$ cat src/logic/bitstream_out_params.svh
`ifndef BITSTREAM_OUT_PARAMS_SVH
`define BITSTREAM_OUT_PARAMS_SVH

// input level is a signed count of microvolts
`define CLIP_LEVEL_UV      24'sd64000
// modulator clock periods from supplies good to valid output
`define STARTUP_PERIODS    6'd32
// one marker bit per this many bits at full scale
`define MARKER_PERIOD      8'd128
// chopper switches at modulator clock divided by this
`define CHOP_DIVIDE        6'd32

`endif

$ cat src/logic/bitstream_out_pkg.sv
`default_nettype none

package bitstream_out_pkg;

  typedef enum logic [2:0] {
    MODE_WAIT_SUPPLY = 3'b001,
    MODE_STARTUP     = 3'b010,
    MODE_RUN         = 3'b100
  } out_mode_t;

  typedef struct packed {
    out_mode_t          mode;
    logic               clk_prev;
    logic [5:0]         start_cnt;
    logic [4:0]         chop_cnt;
    logic               chop;
    logic signed [23:0] integ1;
    logic signed [23:0] integ2;
    logic               dac_level;
    logic [6:0]         mark_cnt;
    logic               tx_bit;
    logic               carrier;
    logic               rx_bit;
    logic               valid;
    logic               dout;
  } out_state_t;

  typedef struct packed {
    logic high_side_supply_ok;
    logic controller_side_supply_ok;
    logic common_mode_overvoltage;
  } supply_status_t;

endpackage : bitstream_out_pkg

`default_nettype wire

$ cat src/logic/isolated_modulator_bitstream_out.sv
`timescale 1ns/100ps
`default_nettype none
`include "bitstream_out_params.svh"

module isolated_modulator_bitstream_out #(
  parameter bit MANCHESTER = 1'b0
) (
  input  wire logic                            clock_in,
  input  wire logic                            rst_in,
  input  wire logic                            modulator_clock_in,
  input  wire bitstream_out_pkg::supply_status_t supply_in,
  input  wire logic signed [17:0]              input_level_uv_in,
  output var  logic                            bitstream_out,
  output var  logic                            bitstream_valid_out,
  output var  logic                            chopper_phase_out,
  output var  logic                            carrier_on_out
);
  import bitstream_out_pkg::*;

  out_state_t         st_ff;
  out_state_t         nxt_st;
  logic               clk_rise;
  logic               neg_clip;
  logic               pos_clip;
  logic               decision;
  logic signed [23:0] x_in;
  logic signed [23:0] dac_val;
  logic signed [23:0] sum1;
  logic signed [23:0] sum2;
  logic               loop_bit;
  logic               clip_on;

  ////////////////////////////////////////////////////////////////////////////
  // bit source helpers

  // failsafe wins over clipping, so a dead high side never passes for a
  // full scale input
  function automatic logic loop_owns_bit(input supply_status_t s,
                                         input logic           lo_clip,
                                         input logic           hi_clip);
    loop_owns_bit = s.high_side_supply_ok && !s.common_mode_overvoltage
      && !lo_clip && !hi_clip;
  endfunction : loop_owns_bit

  // the clipped stream carries one inverted bit per marker period
  function automatic logic clip_bit(input logic [6:0] cnt,
                                    input logic       hi_clip);
    clip_bit = (cnt == 7'(`MARKER_PERIOD - 8'd1)) ^ hi_clip;
  endfunction : clip_bit

  // a clip level owns the bit unless a failsafe source does
  function automatic logic clip_owns_bit(input supply_status_t s,
                                         input logic           lo_clip,
                                         input logic           hi_clip);
    clip_owns_bit = s.high_side_supply_ok && !s.common_mode_overvoltage
      && (lo_clip || hi_clip);
  endfunction : clip_owns_bit

  ////////////////////////////////////////////////////////////////////////////
  // modulator arithmetic

  assign clk_rise = modulator_clock_in & ~st_ff.clk_prev;
  assign x_in     = 24'(input_level_uv_in);
  assign neg_clip = (x_in <= -`CLIP_LEVEL_UV);
  assign pos_clip = (x_in >= `CLIP_LEVEL_UV);
  // one bit feedback swings between the clipping levels, which sets density
  assign dac_val  = st_ff.dac_level ? `CLIP_LEVEL_UV : -`CLIP_LEVEL_UV;
  assign sum1     = st_ff.integ1 + x_in - dac_val;
  assign sum2     = st_ff.integ2 + sum1 - dac_val;
  // feed-forward of the input into the comparator, second order loop
  assign decision = ((sum2 + x_in) >= 24'sd0);
  // who owns the next bit, used by the checks; the update decodes the same inputs itself
  assign loop_bit = loop_owns_bit(supply_in, neg_clip, pos_clip);
  assign clip_on  = clip_owns_bit(supply_in, neg_clip, pos_clip);

  ////////////////////////////////////////////////////////////////////////////
  // next state

  always_comb begin
    nxt_st          = st_ff;
    nxt_st.clk_prev = modulator_clock_in;
    // barrier: a one keys the carrier, the receiver recovers it a cycle later
    nxt_st.carrier  = st_ff.tx_bit;
    nxt_st.rx_bit   = st_ff.carrier;

    case (st_ff.mode)
      MODE_WAIT_SUPPLY: begin
        nxt_st.start_cnt = 6'h00;
        if (supply_in.controller_side_supply_ok && supply_in.high_side_supply_ok) begin
          nxt_st.mode = MODE_STARTUP;
        end
      end
      MODE_STARTUP: begin
        if (clk_rise) begin
          nxt_st.start_cnt = st_ff.start_cnt + 6'h01;
          if (st_ff.start_cnt == `STARTUP_PERIODS - 6'h01) begin
            nxt_st.mode = MODE_RUN;
          end
        end
      end
      MODE_RUN: begin
        nxt_st.mode = MODE_RUN;
      end
      default: begin
        nxt_st.mode = MODE_WAIT_SUPPLY;
      end
    endcase
    if (!supply_in.controller_side_supply_ok) begin
      nxt_st.mode = MODE_WAIT_SUPPLY;
    end

    if (clk_rise) begin
      // chopper period is 32 modulator clocks, so it flips every 16
      nxt_st.chop_cnt = st_ff.chop_cnt + 5'h01;
      if (st_ff.chop_cnt == 5'(`CHOP_DIVIDE / 6'd2 - 6'd1)) begin
        nxt_st.chop_cnt = 5'h00;
        nxt_st.chop     = ~st_ff.chop;
      end
      // one new bit per modulator clock, launched after its rising edge
      if (!supply_in.high_side_supply_ok) begin
        nxt_st.tx_bit = 1'b0;
      end else if (supply_in.common_mode_overvoltage) begin
        nxt_st.tx_bit = 1'b1;
      end else if (neg_clip || pos_clip) begin
        // integrators are cleared to zero so the loop does not wind up while clipped
        nxt_st.integ1   = 24'sh000000;
        nxt_st.integ2   = 24'sh000000;
        nxt_st.mark_cnt = st_ff.mark_cnt + 7'h01;
        // one counter serves both clip polarities
        nxt_st.tx_bit   = clip_bit(st_ff.mark_cnt, pos_clip);
      end else begin
        nxt_st.mark_cnt  = 7'h00;
        nxt_st.integ1    = sum1;
        nxt_st.integ2    = sum2;
        nxt_st.dac_level = decision;
        nxt_st.tx_bit    = decision;
      end
    end

    nxt_st.valid = (nxt_st.mode == MODE_RUN);
    if (!st_ff.valid) begin
      nxt_st.dout = 1'b0;
    end else if (MANCHESTER) begin
      // follows the clock level, so duty cycle tracks the supplied clock
      nxt_st.dout = st_ff.rx_bit ^ modulator_clock_in;
    end else begin
      nxt_st.dout = st_ff.rx_bit;
    end
  end

  ////////////////////////////////////////////////////////////////////////////
  // state register

  always_ff @(posedge clock_in or posedge rst_in) begin
    if (rst_in) begin
      st_ff      <= '0;
      st_ff.mode <= MODE_WAIT_SUPPLY;
    end else begin
      st_ff <= nxt_st;
    end
  end

  assign bitstream_out       = st_ff.dout;
  assign bitstream_valid_out = st_ff.valid;
  assign chopper_phase_out   = st_ff.chop;
  assign carrier_on_out      = st_ff.carrier;
endmodule : isolated_modulator_bitstream_out

`default_nettype wire
$ cat config.mk
export PLATFORM = sky130hd
export DESIGN_NAME = isolated_modulator_bitstream_out
export DESIGN_NICKNAME = d
export VERILOG_FILES = /design/src/logic/bitstream_out_pkg.sv /design/src/logic/isolated_modulator_bitstream_out.sv
export VERILOG_INCLUDE_DIRS = /design/src /design/src/logic
export SDC_FILE = /design/constraint.sdc
export NUM_CORES = 1
export LEC_CHECK = 0
export ABC_AREA = 1
export ABC_CLOCK_PERIOD_IN_PS = 12900
export BUFFER_PORTS_ARGS = -buffer_cell sky130_fd_sc_hd__buf_2
export CAP_MARGIN = 5
export CORE_MARGIN = 2
export CORE_UTILIZATION = 46
export DETAILED_ROUTE_END_ITERATION = 12
export REMOVE_ABC_BUFFERS = 1
export SYNTH_ARGS = -nofsm -noshare
export SYNTH_HDL_FRONTEND = slang
export SYNTH_SLANG_ARGS = --single-unit
$ cat constraint.sdc
create_clock -name clock_in -period 12.9 [get_ports clock_in]
set_input_delay 0.645 -clock clock_in [delete_from_list [all_inputs] [get_ports clock_in]]
set_output_delay 0.645 -clock clock_in [all_outputs]
set_load 0.05 [all_outputs]
==> results <==
- The floorplan has 45 rows.
- The initial core utilization is 0.471.
- The number of endpoints with negative hold slack in the final report is 0.
- The largest single stage delay on the critical path is 0.57 ns.
- Across every metal layer, demand over resource in global routing totals 0.220.
- The largest buffer count on any clock path is 2.
- The library cell used most frequently in the layout, excluding fill and tap cells, is inv_1.
- The kind of cell with the highest combined delay along the critical path is simple AND/OR/NAND/NOR gates.
- The number of max-slew violations in the final report was 0.
- The share of post-route cells with drive strength above 1 is 0.104.
- Counting every instance in the synthesized netlist gives a little over 900.
- The class of the tightest hold or removal check is reg -> reg.
- The slack of the worst reg-to-reg path is about 6.4 ns.
- Counting I/O delays and the setup requirement, the final critical path takes 6.47 ns.
- The Yosys step of the flow raised 0 warnings.
- Timing would allow up to between 150 and 200 MHz.
- The first detailed-routing pass ran for 5 iterations.
- The number of levels in the clock H-tree is 3.
- STA classifies the critical path startpoint as a register.
- Buffers inserted during clock tree synthesis total 9.
- The worst register-to-register path ends at nxt_st[3]$_DFFE_PP0P_.
- The depth of the most critical reg-to-reg path is 36.
- The pin count of the biggest net entering global routing is 78.
- The core box area is 15100 um2.
- The die outline width is roughly 130 um.
- The clock tree skew after final layout is 0.0116 ns.
- For this design the top-level I/O count stands at 28.
- The sum of routed wire length over all layers is 16600 um.
- The endpoint of the most critical setup path is nxt_st[3]$_DFFE_PP0P_.
- The synthesized netlist contains 49 unique library cells.
- In this run the cell area of the synthesized design comes to around 7100 um2.
- The top fanout value on the critical path is 20.
- The number of hold buffers added after cts is 0.
- The vertical die dimension is approximately 130 um.
- The post-detailed-route wirelength per cell is 14.7 um.
- Counting both buffers and inverters, the worst setup path holds a total of 6.
- The top flip-flop cell by instance count after synthesis is dfrtp_1.
- For the pin with the worst max-slew slack, the measured transition is 1.03 ns.
- The proportion of register bits with asynchronous set or reset after synthesis is 1.00.
- Port buffering added 27 buffers.
- The detailed router finished its first iteration with 226 violations.
- The aggregate global routing overflow is 0.
- Counting flops with a built-in enable in the synthesized netlist gives 0.
- The half-perimeter wire length after detailed placement is between 10000 and 15000 um.
- The synthesis-to-finish area growth is 8.92%.
- Clock-pin slew was measured on the worst setup and hold paths at roughly 0.060 ns.
- Final hold analysis gives a worst-case slack of 0.371 ns.
- The number of endpoints failing setup at the final stage is 0.
- Setup repair after global routing left no endpoint under its margin.
- For this run, the register share of the synthesized area comes to 0.271.
- Of the available clock period, the critical path in the final layout requires 0.502.
- The setup path with the least slack is of type reg -> reg.
- The source of the critical timing path is st_ff[12]$_DFFE_PP0P_.
- The number of nets in the final layout is 1078.
- The flow ran to the end, and the final reports show no timing, DRC or antenna violations.
- The clock latency on the worst-skew pair is 0.35 ns.
- The most repeated library cell on the critical path is nand2_1.
- The data arrival time of the critical path is around 6.7 ns.
- The sum of negative setup slack is 0 ns.
- The initial antenna violation count is 0.
- STA puts the critical path data required time at between 10 and 15 ns.
- A synthesized cell averages 7.87 um2.
- The die area is approximately 17000 um2.
- The largest individual stage delay along the critical path comes from the cell dfrtp_1.
- Once the clock tree was built, the setup fixing pass inserted 0 buffers.
- The TritonCTS clock tree is built.
- The category of the worst setup path capture point is a register.
- The relative slew slack is 0.311.
- The vias after detailed routing is 5784.
- The remaining number of nets flagged by the antenna check after routing is 0.
- Synthesis inferred 77 register bits.
- The mean number of vias per cell is 5.12.
- Routability-driven placement finished with a final weighted congestion of between 0.8 and 0.9.
- The worst register-to-register path begins at st_ff[12]$_DFFE_PP0P_.
- 0 antenna diodes ended up in the layout.
- The critical path runs through a total of 36 cells.
- The via count of the first global-routing pass is 5794.
- In the routed design, unresolved DRC markers number 0.
- The number of gates resized after CTS was 0.
- The wire length of the first global-routing pass is roughly 28000 um.
- Leaving out fill and tap cells, the most frequent cells in the layout are inv_1, nand2_1, ha_1, dfrtp_1, a21oi_1.
- The count of clock tree sinks is 77.
- The root buffer cell is clkbuf_16.
- The number of max-capacitance violations reported is 0.
## worst register-to-register path, delay by kind of cell (launching register included)
kind | cells | cell delay [ns]
xor+xnor | 3 | 0.69
flops | 1 | 0.57
compound gates | 4 | 0.56
buf+inv | 6 | 0.80
simple gates | 18 | 1.90
fa+ha+maj | 5 | 1.89
## synth_stat cells (3+ instances only)
library cell / count / area [um2]
a21oi_1: 54 / 270
xor2_1: 35 / 307
fa_1: 26 / 521
ha_1: 91 / 1140
dfrtp_1: 76 / 1900
o22ai_1: 15 / 93.8
nand2_1: 170 / 638
nor2_1: 39 / 146
a22o_1: 8 / 70.1
nor2_2: 4 / 25.0
o21a_1: 4 / 30.0
inv_1: 191 / 717
nand4_1: 11 / 68.8
nand3_1: 30 / 150
a21oi_2: 9 / 78.8
o21ai_0: 33 / 165
xnor2_1: 14 / 123
a21o_1: 3 / 22.5
nor3_1: 12 / 60.1
o21ai_1: 10 / 50.1
buf_2: 5 / 25.0
o21bai_1: 5 / 37.5
clkbuf_1: 5 / 18.8
nand2_2: 11 / 68.8
nand3_2: 3 / 30.0
o21ai_2: 5 / 43.8
a31oi_1: 4 / 25.0
inv_2: 5 / 18.8
## logic make-up (layout without fill, tap and decap cells)
kind of cell	Yosys count	after routing	synth area share
and+or+nand+nor	293	293	0.183
DFF	77	77	0.271
xor gates and xnor gates	50	50	0.0625
AOI/OAI and AO/OA	162	162	0.141
buffers and inverters	207	243	0.110
adders and majority gates	117	117	0.233
## worst min path at each step
stage	from	endpoint	slack (ns)	cells past startpoint
finish	carrier_on_out$_DFF_PP0_	st_ff[2]$_DFF_PP0_	0.37	0
CTS	carrier_on_out$_DFF_PP0_	st_ff[2]$_DFF_PP0_	0.38	0
global placement	carrier_on_out$_DFF_PP0_	st_ff[2]$_DFF_PP0_	0.36	0
floorplan	nxt_st[3]$_DFFE_PP0P_	carrier_on_out$_DFF_PP0_	0.35	0
global route	carrier_on_out$_DFF_PP0_	st_ff[2]$_DFF_PP0_	0.38	0
detailed placement	carrier_on_out$_DFF_PP0_	st_ff[2]$_DFF_PP0_	0.36	0
## through the flow
stage,utilization,instances,setup WS (ns),area (um2)
after global routing,0.513,1130,5.90,7760
after CTS,0.513,1130,6.49,7760
final,0.513,1130,6.43,7760
after detailed placement,0.494,1114,6.53,7480
after floorplan,-,896,6.79,7080
after global placement,0.494,1114,6.51,7480
## state kept, by name, summed over array words and instances, names as in the netlist
register             cells
carrier_on_out           1
st_ff                   72
chopper_phase_out        1
nxt_st                   1
bitstream_out            1
bitstream_valid_out      1
## per-layer routing
layer	share of wire	up-vias	global-route usage
met5	0	-	0
met4	0.029	0	0.0892
met3	0.026	28	0.0258
met2	0.46	89	0.358
met1	0.49	2693	0.301
li1	-	2974	-
## layout make-up
cell class              count  area (um2)
clock inverters             6        46.3
inverters                 197         743
clock buffers              10         239
multi-input cells         622        4410
fillers                  1450        7380
repair buffers             30         158
well taps                 188         235
flip-flops and latches     77        1930
Power is left out: the tool's default activity adds up to more than one toggle a clock period on the data nets, which glitch-free logic cannot reach.
